$ cat src/logic/pgtm_pkg.sv
`default_nettype none
package pgtm_pkg;

	// Register offsets on the internal register port.
	localparam logic [7:0] PGTM_OFS_RAILS = 8'hAA;
	localparam logic [7:0] PGTM_OFS_PINS_AUX = 8'hAB;
	localparam logic [7:0] PGTM_OFS_SLEEP = 8'hAC;

	// Field positions in the rails mask register.
	localparam int PGTM_RAILS_ADJ_LDO_TWO = 7;
	localparam int PGTM_RAILS_LOAD_SW_A_ONE = 6;
	localparam int PGTM_RAILS_STEP_DOWN_HI = 5;
	localparam int PGTM_RAILS_STEP_DOWN_LO = 0;

	// Field positions in the pins and auxiliary mask register.
	localparam int PGTM_AUX_CTL_PIN_FIVE = 7;
	localparam int PGTM_AUX_CTL_PIN_FOUR = 6;
	localparam int PGTM_AUX_CTL_PIN_TWO = 5;
	localparam int PGTM_AUX_CTL_PIN_ONE = 4;
	localparam int PGTM_AUX_TERMINATION = 3;
	localparam int PGTM_AUX_SHARED_SOURCE = 2;
	localparam int PGTM_AUX_LOAD_SW_B_ONE = 1;
	localparam int PGTM_AUX_ADJ_LDO_THREE = 0;

	// Field positions in the sleep pin mask register.
	localparam int PGTM_SLEEP_PIN_THREE = 1;
	localparam int PGTM_SLEEP_PIN_SIX = 0;
	localparam logic [7:0] PGTM_SLEEP_OWNED = 8'h03;

	// Factory reset values; the real ones come from one-time memory.
	localparam logic [7:0] PGTM_RST_RAILS = 8'h00;
	localparam logic [7:0] PGTM_RST_PINS_AUX = 8'h00;
	localparam logic [7:0] PGTM_RST_SLEEP = 8'h00;

	// Answer to a read of any other offset.
	localparam logic [7:0] PGTM_RD_UNMAPPED = 8'h00;

	// Number of sources in the tree: two mask bytes and two sleep pins.
	localparam int PGTM_TREE_W = 18;

endpackage
`default_nettype wire

$ cat src/logic/pgtm_mask_out3.sv
// Functional notes
// (RULE1) Rails bit 7 masks second adjustable LDO.
// (RULE2) Rails bit 6 masks load switch A one.
// (RULE3) Rails bits 5..0 mask step-down rails six..one.
// (RULE4) Aux bits 7..4 mask control pins 5,4,2,1.
// (RULE5) Aux bit 3 masks termination regulator.
// (RULE6) Aux bit 2 masks factory-chosen shared source.
// (RULE7) Aux bit 1 masks load switch B one.
// (RULE8) Aux bit 0 masks third adjustable LDO.
// (RULE9) Sleep register bits 1,0 mask pins 3,6.
// (RULE10) Output good when all unmasked sources good.
`timescale 1ns/1ps
`default_nettype none
module pgtm_mask_out3 #(
	parameter logic [7:0] RST_RAILS = pgtm_pkg::PGTM_RST_RAILS, // Rails reset.
	parameter logic [7:0] RST_PINS_AUX = pgtm_pkg::PGTM_RST_PINS_AUX, // Aux.
	parameter logic [7:0] RST_SLEEP = pgtm_pkg::PGTM_RST_SLEEP, // Sleep reset.
	parameter bit SHARED_USE_LDO = 1'b0 // 1: shared input is adjustable LDO one.
) (
	input wire logic clk_sys, // System clock, 40 MHz.
	input wire logic reset, // Synchronous reset, active high.
	input wire logic [7:0] regAddr, // Register offset.
	input wire logic [7:0] regWrData, // Write data.
	input wire logic regWrEn, // Write strobe, one cycle.
	input wire logic regRdEn, // Read strobe, one cycle.
	output logic [7:0] regRdData, // Read data, held until next read or reset.
	output logic regRdValid, // Read data valid, one-cycle pulse.
	input wire logic [5:0] stepDownPg, // Step-down rails six..one good.
	input wire logic adjLdoOnePg, // First adjustable LDO good.
	input wire logic adjLdoTwoPg, // Second adjustable LDO good.
	input wire logic adjLdoThreePg, // Third adjustable LDO good.
	input wire logic loadSwitchAOnePg, // Load switch A one good.
	input wire logic loadSwitchBOnePg, // Load switch B one good.
	input wire logic loadSwitchBTwoPg, // Load switch B two good.
	input wire logic terminationPg, // Termination regulator good.
	input wire logic [5:0] controlPin, // Control pins six..one levels.
	output logic pgOutputPinC // Aggregated power good, active high.
);
	import pgtm_pkg::*;

	// Synchroniser width: six rails, six pins and seven single sources.
	localparam int SYNC_W = 19;

	// Monitor inputs before and after the synchroniser, then unpacked.
	logic [SYNC_W-1:0] rawIn;
	logic [SYNC_W-1:0] syncIn;
	logic [5:0] stepDownS;
	logic [5:0] pinS;
	logic ldoOneS;
	logic ldoTwoS;
	logic ldoThreeS;
	logic swAOneS;
	logic swBOneS;
	logic swBTwoS;
	logic termS;
	logic sharedS;
	logic [PGTM_TREE_W-1:0] treeSrc;
	logic [PGTM_TREE_W-1:0] treeMask;

	// Mask registers, read port and output flop.
	logic [7:0] maskRails_r;
	logic [7:0] maskRails_nxt;
	logic [7:0] maskAux_r;
	logic [7:0] maskAux_nxt;
	logic [7:0] maskSleep_r;
	logic [7:0] maskSleep_nxt;
	logic [7:0] rdData_r;
	logic [7:0] rdData_nxt;
	logic rdValid_r;
	logic rdValid_nxt;
	logic pgOut_r;
	logic pgOut_nxt;

	// A source passes when it is good or its mask bit is set.
	function automatic logic treeGood(input logic [PGTM_TREE_W-1:0] src,
		input logic [PGTM_TREE_W-1:0] mask);
		treeGood = &(src | mask);
	endfunction

	// All monitor inputs come from analog comparators or pins.
	// Rails sit in bits 18:13, pins in 12:7, single sources below.
	assign rawIn = {
		stepDownPg,
		controlPin,
		adjLdoOnePg,
		adjLdoTwoPg,
		adjLdoThreePg,
		loadSwitchAOnePg,
		loadSwitchBOnePg,
		loadSwitchBTwoPg,
		terminationPg
	};

	// Both stages reset, so the tree reads bad until real levels arrive.
	pgtm_sync #(
		.WIDTH(SYNC_W)
	) u_sync (
		.clk_sys(clk_sys),
		.reset(reset),
		.asyncIn(rawIn),
		.syncOut(syncIn)
	);

	// Unpack the synchronised levels.
	assign stepDownS = syncIn[18:13];
	assign pinS = syncIn[12:7];
	assign ldoOneS = syncIn[6];
	assign ldoTwoS = syncIn[5];
	assign ldoThreeS = syncIn[4];
	assign swAOneS = syncIn[3];
	assign swBOneS = syncIn[2];
	assign swBTwoS = syncIn[1];
	assign termS = syncIn[0];

	// The shared input is fixed at the factory, so a parameter is enough.
	assign sharedS = SHARED_USE_LDO ? ldoOneS : swBTwoS; // see (RULE6)

	// Sources line up bit for bit with the mask registers.
	assign treeSrc[17] = ldoTwoS; // see (RULE1)
	assign treeSrc[16] = swAOneS; // see (RULE2)
	assign treeSrc[15:10] = stepDownS; // see (RULE3)
	assign treeSrc[9] = pinS[4]; // see (RULE4)
	assign treeSrc[8] = pinS[3]; // see (RULE4)
	assign treeSrc[7] = pinS[1]; // see (RULE4)
	assign treeSrc[6] = pinS[0]; // see (RULE4)
	assign treeSrc[5] = termS; // see (RULE5)
	assign treeSrc[4] = sharedS; // see (RULE6)
	assign treeSrc[3] = swBOneS; // see (RULE7)
	assign treeSrc[2] = ldoThreeS; // see (RULE8)
	assign treeSrc[1] = pinS[2]; // see (RULE9)
	assign treeSrc[0] = pinS[5]; // see (RULE9)
	// Sleep masks fill the two lowest bits, pin three above pin six.
	assign treeMask = {maskRails_r, maskAux_r,
		maskSleep_r[PGTM_SLEEP_PIN_THREE], maskSleep_r[PGTM_SLEEP_PIN_SIX]};

	// Register writes; only the two owned sleep bits are stored.
	always_comb begin
		maskRails_nxt = maskRails_r;
		maskAux_nxt = maskAux_r;
		maskSleep_nxt = maskSleep_r;
		if (regWrEn) begin
			unique case (regAddr)
				PGTM_OFS_RAILS: begin
					maskRails_nxt = regWrData; // see (RULE1) (RULE2) (RULE3)
				end
				PGTM_OFS_PINS_AUX: begin
					maskAux_nxt = regWrData; // see (RULE4) (RULE5) (RULE8)
				end
				PGTM_OFS_SLEEP: begin
					maskSleep_nxt = regWrData & PGTM_SLEEP_OWNED; // see (RULE9)
				end
				default: begin
					// Writes to other offsets are dropped without effect.
					maskRails_nxt = maskRails_r;
				end
			endcase
		end
		if (reset) begin
			maskRails_nxt = RST_RAILS;
			maskAux_nxt = RST_PINS_AUX;
			maskSleep_nxt = RST_SLEEP & PGTM_SLEEP_OWNED;
		end
	end

	// Reads answer one cycle later; a same-cycle write is seen next read.
	// Unmapped offsets still answer, so a reader never waits forever.
	always_comb begin
		rdData_nxt = rdData_r;
		rdValid_nxt = 1'b0;
		if (regRdEn) begin
			rdValid_nxt = 1'b1;
			unique case (regAddr)
				PGTM_OFS_RAILS: begin
					rdData_nxt = maskRails_r;
				end
				PGTM_OFS_PINS_AUX: begin
					rdData_nxt = maskAux_r;
				end
				PGTM_OFS_SLEEP: begin
					rdData_nxt = maskSleep_r;
				end
				default: begin
					rdData_nxt = PGTM_RD_UNMAPPED;
				end
			endcase
		end
		if (reset) begin
			rdData_nxt = 8'h00;
			rdValid_nxt = 1'b0;
		end
	end

	// All-masked gives an empty AND, which reads as good.
	// Reset holds the pin low so the system never sees a false good.
	always_comb begin
		pgOut_nxt = treeGood(treeSrc, treeMask); // see (RULE10)
		if (reset) begin
			pgOut_nxt = 1'b0;
		end
	end

	// Mask registers.
	always_ff @(posedge clk_sys) begin
		maskRails_r <= maskRails_nxt;
		maskAux_r <= maskAux_nxt;
		maskSleep_r <= maskSleep_nxt;
	end

	// Read port registers.
	always_ff @(posedge clk_sys) begin
		rdData_r <= rdData_nxt;
		rdValid_r <= rdValid_nxt;
	end

	// Output flop; the pin comes straight from here.
	always_ff @(posedge clk_sys) begin
		pgOut_r <= pgOut_nxt;
	end

	assign regRdData = rdData_r;
	assign regRdValid = rdValid_r;
	assign pgOutputPinC = pgOut_r;
endmodule
`default_nettype wire

$ cat src/logic/pgtm_sync.sv
`timescale 1ns/1ps
`default_nettype none
// Two-stage synchroniser for a vector of unrelated level inputs.
module pgtm_sync #(
	parameter int WIDTH = 1
) (
	input wire logic clk_sys, // System clock.
	input wire logic reset, // Synchronous reset, active high.
	input wire logic [WIDTH-1:0] asyncIn, // Levels from outside the domain.
	output logic [WIDTH-1:0] syncOut // Levels safe to use on clk_sys.
);
	logic [WIDTH-1:0] stageOne_r;
	logic [WIDTH-1:0] stageOne_nxt;
	logic [WIDTH-1:0] stageTwo_r;
	logic [WIDTH-1:0] stageTwo_nxt;

	// The first stage feeds only the second, so metastability stays inside.
	always_comb begin
		stageOne_nxt = asyncIn;
		stageTwo_nxt = stageOne_r;
		if (reset) begin
			stageOne_nxt = '0;
			stageTwo_nxt = '0;
		end
	end

	// Plain registering of both stages.
	always_ff @(posedge clk_sys) begin
		stageOne_r <= stageOne_nxt;
		stageTwo_r <= stageTwo_nxt;
	end

	assign syncOut = stageTwo_r;
endmodule
`default_nettype wire
$ cat config.mk
export PLATFORM = sky130hd
export DESIGN_NAME = pgtm_mask_out3
export DESIGN_NICKNAME = d
export VERILOG_FILES = /design/src/logic/pgtm_pkg.sv /design/src/logic/pgtm_mask_out3.sv /design/src/logic/pgtm_sync.sv
export SDC_FILE = /design/constraint.sdc
export NUM_CORES = 1
export LEC_CHECK = 0
export ABC_AREA = 0
export BUFFER_PORTS_ARGS = -buffer_cell sky130_fd_sc_hd__buf_2
export CORE_ASPECT_RATIO = 0.8
export CORE_MARGIN = 2
export CORE_UTILIZATION = 31
export CTS_CLUSTER_DIAMETER = 200
export DETAILED_ROUTE_END_ITERATION = 16
export HOLD_SLACK_MARGIN = 0.03
export SETUP_SLACK_MARGIN = 0.15
export SKIP_LAST_GASP = 1
export SLEW_MARGIN = 5
export SYNTH_ARGS = -nofsm -noshare
export SYNTH_HDL_FRONTEND = slang
export SYNTH_HIERARCHICAL = 1
export SYNTH_SLANG_ARGS = --single-unit
export TNS_END_PERCENT = 10
$ cat constraint.sdc
create_clock -name clk_sys -period 3 [get_ports clk_sys]
set_clock_uncertainty 0.1 [all_clocks]
set_input_delay 0.15 -clock clk_sys [delete_from_list [all_inputs] [get_ports clk_sys]]
set_output_delay 0.15 -clock clk_sys [all_outputs]
set_load 0.05 [all_outputs]
# Word-level counts from Yosys, hierarchy flattened
# Index checks and enable logic that the tools add are counted.
[totals]
ff_bits = 66
output_inout_bits = 10
wordCells = 18
[classes]
eq_ne = 3
n_mux = 2
bitwise = 1
n_reduce_logical = 4
[ops]
columns = ["op", "n"]
rows = [
  ["equality test 8 bit (second input constant)", 3],
  ["case mux 8 bit (3 select lines)", 1],
  ["OR 18 bit", 1],
  ["AND reduction 18 bit", 1],
  ["AND reduction 2 bit", 3],
  ["2-to-1 mux 1 bit", 1],
]

# Depth between registers and ports, before layout
# Gate-level depths: netlist of the first run.
[depth]
depth_word = 2
depth_mapped = 4
depth_no_buf = 3

# By module
# Netlist of the first run, hierarchy kept.
[modules_own_cells]
columns = ["mod", "instances", "cells_each", "area_each_um2", "seq_area_each_um2"]
rows = [
  ["pgtm_mask_out3", 1, 151, 1395.1, 560.5],
  ["pgtm_sync", 1, 80, 1212.4, 760.7],
]

# Worst setup path before layout of the first run
# Ideal clock, no wire load.
[synth_timing]
path_kind = "register to register"
from = "reg maskAux_r[3]"
to = "reg pgOut_r (netlist: pgOutputPinC)"
arrival_ps = 1104
t_required_ps = 2812
setup_slack_ps = 1708
stages_incl_launch_ff = 4
n_path_buf = 0
period_less_slack_ps = 1292
path_cell_list = "dfxtp_1 > o22ai_1 > or4_1 > nor4_2"
[synth_via]
elab_chain_len = 2
[synth_lines]
columns = ["element", "line_no", "text"]
rows = [
  ["start: declaration", "pgtm_mask_out3.sv:63", "logic [7:0] maskAux_r;"],
  ["start signal: assignment", "pgtm_mask_out3.sv:205", "maskAux_r <= maskAux_nxt;"],
  ["OR 18 bit", "pgtm_mask_out3.sv:77", "treeGood = &(src | mask);"],
  ["AND reduction 18 bit", "pgtm_mask_out3.sv:77", ""],
  ["end signal: assignment", "pgtm_mask_out3.sv:217", "pgOut_r <= pgOut_nxt;"],
  ["end: declaration", "pgtm_mask_out3.sv:71", "logic pgOut_r;"],
]
# No other way between the ends.
# A chain may end at the register's enable or synchronous reset.

# Worst setup path in the final report of the first run
[layout_timing]
from = "in regAddr[3]"
to = "reg maskAux_r[1]"
[layout_via]
elab_chain_len = 2
[layout_lines]
columns = ["element", "line_no", "text"]
rows = [
  ["start: declaration", "pgtm_mask_out3.sv:22", "input wire logic [7:0] regAddr,"],
  ["equality test 8 bit", "pgtm_mask_out3.sv:142", "unique case (regAddr)"],
  ["AND reduction 2 bit (no line)", "n/a", ""],
]
# No other way between the ends.

==> results of run 1 <==
==> registers in the layout, summed over array words and instances (netlist names) <==
register and cells:
regRdData 8, pgOutputPinC 1, regRdValid 1, maskAux_r 8, u_sync/syncOut 18, maskRails_r 8
u_sync/stageOne_r 18, maskSleep_r 2
==> per-layer routing <==
metal,track usage,share of wire
met4,0.05818,0.011
met1,0.1768,0.48
met3,0.05300,0.077
met2,0.1818,0.43
met5,0,0
==> final timing paths <==
check	end	slack (ns)	cells after the start
worst max-delay path	maskAux_r[1]	1.13	5
worst max register to register	pgOutputPinC	1.54	3
worst min register to register	u_sync/syncOut[18]	0.34	1
worst min-delay path	regRdValid	0.05	2
==> report_power, final <==
group	total (W)	switching, W	internal, W
sequential	0.000878	0.00000580	0.000873
clock	0.000683	0.000351	0.000331
combinational	0.000140	0.0000623	0.0000777
==> layout by cell type (no fill, tap or decap), drive strengths merged, types with 5 or more instances in the layout <==
cell,instances
buf,49
dlygate4sd3,27
o22ai,8
nor2b,31
clkbuf,10
mux2,8
inv,5
a21oi,18
and2b,6
nand3,8
dfxtp,64
mux2i,6
nand2b,15
o31ai,12
nand4,14
==> stage by stage <==
stage	utilization	power [W]	hold WS, ns
2_1_floorplan	-	0.0009766	0.1330
3_3_place_gp	0.3546	0.001009	0.2586
3_5_place_dp	0.3546	0.001011	0.2686
4_1_cts	0.4122	0.001731	0.03100
5_1_grt	0.4122	0.001782	0.04609
6_report	0.4122	0.001701	0.05182
==> area by class of cell <==
cell class / count / share of cell area
tap: 108 / 0.04125
timing repair buffer: 76 / 0.1589
multi-input combinational: 144 / 0.3491
clock inverter: 6 / 0.01528
clock buffer: 10 / 0.04202
inverter: 2 / 0.002292
sequential: 64 / 0.3911
==> timing repair <==
action	4_1_cts	5_1_grt
gates resized for setup	0	0
buffers inserted	0	0
hold buffers	27	0
hold endpoints to repair	36	0
==> critical path: stages <==
cell	delay, ns
dlygate4sd3_1	0.53
buf_2	0.16
nand4b_1	0.49
nor3_1	0.50
mux2i_1	0.22
==> run summary, run 1 <==
Outcome: finished, final reports clean
Non-filler cells, final: 410
I/O pin count: 49
Clock buffer depth: 2
Hold WC Path Type: in2reg
HPWL after DPL: 3.633 mm
Worst Setup Slack, final: 1.131 ns
Placed Cells: 367
Final Cell Area: 3276 um2
CP Class: in2reg
Final worst path period share: 0.6230
Worst path required time: 3.18 ns
DR WL/cell: 13.15 um
Max Cap Viol: 0
Clk_lat worst skew: 0.35 ns
Initial DRC count: 63
Slew Limit Fails: 0
Total core area: 7946 um2
I/O Buffers: 47
Die Y: 85.08 um
Starting Density: 0.3206
CTS tree: done
Total grt overflow: 0
CTS sink cnt: 64
Die ar.: 8963 um2
Yosys warns: 6
Inserted Diodes: 0
Fillers: 783
Share of post-route cells with drive strength above 1: 0.3146
H-Tree Depth: 3
GPL Wtd Cong: 0.7782
Vias/cell: 4.573
Routed WL: 5.391 mm
VDD IR max: 0.2451 mV
Worst-path clk slew: 0.07 ns
P_leak: 1.327 nW
Setup TNS: 0 ns
Final-stage net count: 336
FF+latch area: 1281 um2
Crit start category: input pin
Largest net degree at the start of global routing: 37
Area Overhead vs Synth: 28.59%
Count of final setup violators: 0
Total CTS buffers: 9
Crit. Startpoint: regAddr[3]
Reg2Reg Launch Point: maskAux_r[3]
Total Routing Usage GR: 0.1306
Worst slew margin: 0.4774
CTS root buf: clkbuf_8
Row Count: 29
Via Count: 1,875
Multi-input gate area: 1144 um2
CP max FO: 13
Pre-antenna DRT Iters: 4
CP endpoint kind: flop
ANT nets after route: 0
Initial antenna violation count: 0
F_max: 535.0 MHz
Syn Std Cell Area: 2547 um2
Final hold vios: 0
CP arrival: 2.05 ns
Net Count, Synth: 266
Post-Place Setup Slack: 1.217 ns
First-pass GRT wire length: 8.983 mm
RSZ-0062 raised after global routing: no
PD cells: 519.3 nW/um2
Mean Syn Cell Area: 11.22 um2
Dpl cell area: 2818 um2
Die width: 105.4 um
Slew @ Worst Pin: 0.7839 ns
Gate Count Post-Synth: 227
Number of global-route vias before repair: 1,839
Tmin final: 1.869 ns
Drc violations: 0
HP Start: regRdEn
Note: power is estimated with default switching activity, not from simulation.
==> inputs of run 2 (changes only) <==
clock period = 1.81 ns   (was 3 ns; I/O delays follow)
==> run 2 against run 1 <==
Core utilization increased by 1.7 points; non-clock buffer count grew 10; largest cell class unchanged; first-iteration DRC count rose by 22%; critical path depth stayed put; flip-flop and latch count unchanged.
==> run summary, run 2 (same netlist as run 1, synthesis figures left out) <==
CTS tree: done
Reg2Reg Launch Point: maskAux_r[3]
Setup TNS: 0 ns (unchanged)
Total CTS buffers: 9 (unchanged)
Hold EP: maskSleep_r[0]
CP endpoint kind: flop
Post-cts sizing count: 0 (unchanged)
CP arrival: 1.74 ns (-0.31 ns)
Tmin final: 1.609 ns
Die width: 105.4 um (unchanged)
Starting Density: 0.3206 (unchanged)
Worst hold stages: 3 (+1)
Area Overhead vs Synth: 33.89%
PD cells: 903.2 nW/um2 (+74%)
Clk_lat worst skew: 0.34 ns (about the same)
Worst slew margin: 0.6589 (+0.1815)
Most frequent cells in the layout: 64 x dfxtp_1, 47 x buf_2, 30 x dlygate4sd3_1, 19 x nor2b_4, 18 x a21oi_1
VDD IR max: 0.4682 mV (+91%)
Initial DRC count: 77 (+22%)
Crit start category: input pin
Share of post-route cells with drive strength above 1: 0.3269 (+0.01235)
Most common cell after layout, fill and taps aside: dfxtp_1
Pre-antenna DRT Iters: 4 (unchanged)
Max Cap Viol: 0 (unchanged)
Worst-path clk slew: 0.07 ns (about the same)
Total Routing Usage GR: 0.1285 (-0.002102)
P_leak: 1.401 nW (+5.5%)
HPWL after DPL: 3.705 mm (+2.0%)
Row Count: 29 (unchanged)
HP Start: regWrEn
RR Endpoint: pgOutputPinC
# Post-CTS Setup Buffers: 0 (unchanged)
Total grt overflow: 0 (unchanged)
Total core area: 7946 um2 (unchanged)
First-pass GRT wire length: 8.825 mm (-1.8%)
F_max: 621.5 MHz
Die ar.: 8963 um2 (unchanged)
Reg2reg path depth: 3 (unchanged)
GPL Wtd Cong: 0.7829 (+0.60%)
H-Tree Depth: 3 (unchanged)
ANT nets after route: 0 (unchanged)
Slew Limit Fails: 0 (unchanged)
CTS root buf: clkbuf_8
Flop2flop setup slack: 0.41 ns (-1.13 ns)
CP max FO: 12 (-1)
Via Count: 1,878 (+0.16%)
Hold WC Path Type: in2reg
Clock buffer depth: 2 (unchanged)
CTS sink cnt: 64 (unchanged)
Worst path cell trace: dlygate4sd3_1 > buf_2 > mux2_2 > a32o_1 > a41o_1
Final Cell Area: 3411 um2 (+4.1%)
Worst path required time: 1.95 ns (-1.23 ns)
Vias/cell: 4.471 (-2.2%)
Final-stage net count: 346 (+3.0%)
Outcome: finished, final reports clean
Critical path's slowest cell: dlygate4sd3_1
Routed WL: 5.460 mm (+1.3%)
Die Y: 85.08 um (unchanged)
DR WL/cell: 13.00 um (-1.1%)
Initial antenna violation count: 0 (unchanged)
Final worst path period share: 0.8889
I/O pin count: 49 (unchanged)
Placed Cells: 374 (+1.9%)
Dpl cell area: 2883 um2 (+2.3%)
RSZ-0062 raised after global routing: no
CP Class: in2reg
Count of final setup violators: 0 (unchanged)
Slew @ Worst Pin: 0.5077 ns (-0.2761 ns)
Number of global-route vias before repair: 1,798 (-2.2%)
Drc violations: 0 (unchanged)
Inserted Diodes: 0 (unchanged)
I/O Buffers: 47 (unchanged)
Non-filler cells, final: 420 (+2.4%)
Largest net degree at the start of global routing: 66 (+78%)
Largest stage delay, worst path: 0.52 ns (about the same)
Final hold vios: 0 (unchanged)
## run 2: metal layers
metal / track usage / vias to the layer above / wire, um
met2: 0.1789 / 64 / 2281
met5: 0 / - / 0
met1: 0.1783 / 833 / 2714
met3: 0.06068 / 7 / 415
met4: 0.03273 / 0 / 50
li1: - / 974 / -
## run 2: critical path: cells and delay by family
kind | cells | cell delay [ns]
buffers and inverters | 2 | 0.77
muxes | 1 | 0.38
AOI/OAI and AO/OA | 2 | 0.50
## run 2: worst max path at each step
| stage | from | to | slack, ns |
|---|---|---|---|
| 3_3_place_gp | regAddr[0] | regRdData[1] | 0.41 |
| 2_1_floorplan | maskAux_r[3] | pgOutputPinC | 0.52 |
| 3_5_place_dp | regAddr[0] | regRdData[1] | 0.40 |
| 4_1_cts | regAddr[0] | regRdData[1] | 0.22 |
| 5_1_grt | regAddr[0] | regRdData[1] | 0.16 |
| 6_report | regAddr[0] | regRdData[1] | 0.20 |
## run 2: repair_timing
item / 4_1_cts / 5_1_grt
hold buffers: 30 / 0
endpoints found under the hold margin: 45 / 0
setup endpoints to repair: 0 / 0
## run 2: cell type report
cell class | count | area [um2]
timing repair buffer | 86 | 615.6
clock inverter | 7 | 103.9
tap | 108 | 135.1
clock buffer | 9 | 123.9
sequential | 64 | 1281
inverter | 2 | 7.507
fill | 767 | 4536
multi-input combinational | 144 | 1144
## run 2: where the power goes
group          leakage (nW)  total, W  internal [W]  switching [W]
registers             0.524   0.00146       0.00145     0.00000944
clock network         0.114   0.00138      0.000791       0.000586
logic                 0.763  0.000248      0.000142       0.000106
## run 2: through the flow
stage / utilization / hold WS (ns) / total power (W) / worst slack, ns
after floorplan: - / 0.07346 / 0.001619 / 0.5177
after global placement: 0.3628 / 0.2043 / 0.001685 / 0.4140
after detailed placement: 0.3628 / 0.2033 / 0.001687 / 0.3974
after CTS: 0.4292 / 0.04049 / 0.003118 / 0.2202
after global routing: 0.4292 / 0.05722 / 0.003209 / 0.1637
final: 0.4292 / 0.04816 / 0.003081 / 0.2011
==> inputs of run 3 (changes only) <==
RECOVER_POWER = 25   (was not set)
==> run 3 against run 2 <==
Core utilization shrank 0.35 points; final area is 0.81% lower; clock power barely moved; final cell count stayed put; sequential share of layout area rose by 0.31 points; critical path depth unchanged; non-clock buffer count stayed put; largest cell class unchanged.
==> run summary, run 3 (same netlist as run 1, synthesis figures left out) <==
Pre-antenna DRT Iters: 5 (+1)
Die width: 105.4 um (unchanged)
Initial DRC count: 78 (+1.3%)
DR WL/cell: 12.97 um (-0.26%)
Reg2Reg Launch Point: maskAux_r[3]
Area Overhead vs Synth: 32.81%
Total CTS buffers: 9 (unchanged)
Die Y: 85.08 um (unchanged)
HPWL after DPL: 3.705 mm (unchanged)
Final worst path period share: 0.8895 (about the same)
CP Class: in2reg
RR Endpoint: pgOutputPinC
Worst-path clk slew: 0.07 ns (about the same)
Crit. Startpoint: regAddr[0]
Number of global-route vias before repair: 1,798 (unchanged)
CP arrival: 1.75 ns (about the same)
I/O pin count: 49 (unchanged)
RSZ-0062 raised after global routing: no
Post-cts sizing count: 0 (unchanged)
Placed Cells: 374 (unchanged)
Drc violations: 0 (unchanged)
Tmin final: 1.610 ns (+0.001130 ns)
Routed WL: 5.446 mm (-0.26%)
PD cells: 908.7 nW/um2 (+0.61%)
Initial antenna violation count: 0 (unchanged)
Die ar.: 8963 um2 (unchanged)
Slew @ Worst Pin: 0.9575 ns (+0.4498 ns)
Final hold vios: 0 (unchanged)
Row Count: 29 (unchanged)
First-pass GRT wire length: 8.825 mm (unchanged)
Max Cap Viol: 0 (unchanged)
Clk_lat worst skew: 0.34 ns (about the same)
CP max FO: 12 (unchanged)
F_max: 621.1 MHz (about the same)
Worst path required time: 1.95 ns (about the same)
Crit start category: input pin
CTS tree: done
Non-filler cells, final: 420 (unchanged)
Largest net degree at the start of global routing: 66 (unchanged)
P_leak: 1.390 nW (-0.79%)
Starting Density: 0.3206 (unchanged)
ANT nets after route: 0 (unchanged)
Share of post-route cells with drive strength above 1: 0.3269 (unchanged)
Vias/cell: 4.476 (+0.11%)
Final-stage net count: 346 (unchanged)
Via Count: 1,880 (+0.11%)
CP Capture Point: regRdData[1]
Total core area: 7946 um2 (unchanged)
Setup TNS: 0 ns (unchanged)
Reg2reg path depth: 3 (unchanged)
Total Routing Usage GR: 0.1285 (unchanged)
CP endpoint kind: flop
Count of final setup violators: 0 (unchanged)
Slew Limit Fails: 0 (unchanged)
Hold WC Path Type: in2reg
CTS sink cnt: 64 (unchanged)
Most frequent cells in the layout: 64 x dfxtp_1, 47 x buf_2, 30 x dlygate4sd3_1, 18 x a21oi_1, 16 x nor2b_4
Flop2flop setup slack: 0.41 ns (about the same)
Most common cell after layout, fill and taps aside: dfxtp_1
Worst slew margin: 0.3617 (-0.2972)
I/O Buffers: 47 (unchanged)
GPL Wtd Cong: 0.7829 (unchanged)
H-Tree Depth: 3 (unchanged)
VDD IR max: 0.4683 mV (about the same)
Total grt overflow: 0 (unchanged)
Outcome: finished, final reports clean
Inserted Diodes: 0 (unchanged)
CTS root buf: clkbuf_8
Clock buffer depth: 2 (unchanged)
[run 3: cell count changes in the layout (fill, tap and decap cells not counted), sizes merged]
cell / previous run / this run
clkbuf: 9 / 10
buf: 56 / 55
[run 3: power breakdown]
group / switching [W] / leakage, nW / total [W] / internal, W
clock: 0.000586 / 0.114 / 0.00138 / 0.000791
sequential: 0.00000907 / 0.524 / 0.00146 / 0.00145
combinational: 0.000104 / 0.752 / 0.000242 / 0.000138
total: 0.000699 / 1.39 / 0.00307 / 0.00237
[run 3: worst min-delay path by stage]
stage / start / endpoint / slack, ns / cells after the start
3_3_place_gp: stepDownPg[3] / u_sync/stageOne_r[16] / 0.20 / 2
4_1_cts: regWrEn / maskSleep_r[1] / 0.04 / 3
6_report: regWrEn / maskSleep_r[0] / 0.05 / 3
5_1_grt: regWrEn / maskSleep_r[0] / 0.06 / 3
3_5_place_dp: stepDownPg[5] / u_sync/stageOne_r[18] / 0.20 / 2
2_1_floorplan: reset / regRdValid / 0.07 / 1
[run 3: worst max-delay path, cell delays in order]
cell           delay (ns)
dlygate4sd3_1        0.52
buf_2                0.25
mux2_2               0.38
a32o_1               0.27
a41o_1               0.23
[run 3: area by class of cell]
cell class                      count  area [um2]
Inverter                            2       7.507
Clock buffer                        9       123.9
Fill cell                         770        4563
Multi-Input combinational cell    144        1129
Timing Repair Buffer               86       603.1
Sequential cell                    64        1281
Tap cell                          108       135.1
Clock inverter                      7       103.9
[run 3: layer usage]
metal | part of all wire | up-vias | global-route usage
met2 | 0.42 | 63 | 0.1789
met4 | 0.0092 | 0 | 0.03273
met3 | 0.073 | 7 | 0.06068
li1 | - | 973 | -
met1 | 0.50 | 837 | 0.1783
met5 | 0 | - | 0
[run 3: repair_timing]
action | in CTS | in global routing
hold buffers | 30 | 0
buffers inserted | 0 | 0
setup endpoints to repair | 0 | 0
hold endpoints to repair | 45 | 0
[run 3: stage by stage]
| stage | hold slack [ns] | utilization | cell area (um2) | setup WS, ns | total power (W) |
|---|---|---|---|---|---|
| floorplan | 0.07346 | - | 2547 | 0.5177 | 0.001619 |
| global placement | 0.2043 | 0.3628 | 2883 | 0.4140 | 0.001685 |
| detailed placement | 0.2033 | 0.3628 | 2883 | 0.3974 | 0.001687 |
| CTS | 0.04049 | 0.4292 | 3411 | 0.2202 | 0.003118 |
| global route | 0.05722 | 0.4258 | 3383 | 0.1637 | 0.003202 |
| finish | 0.04828 | 0.4258 | 3383 | 0.1999 | 0.003074 |
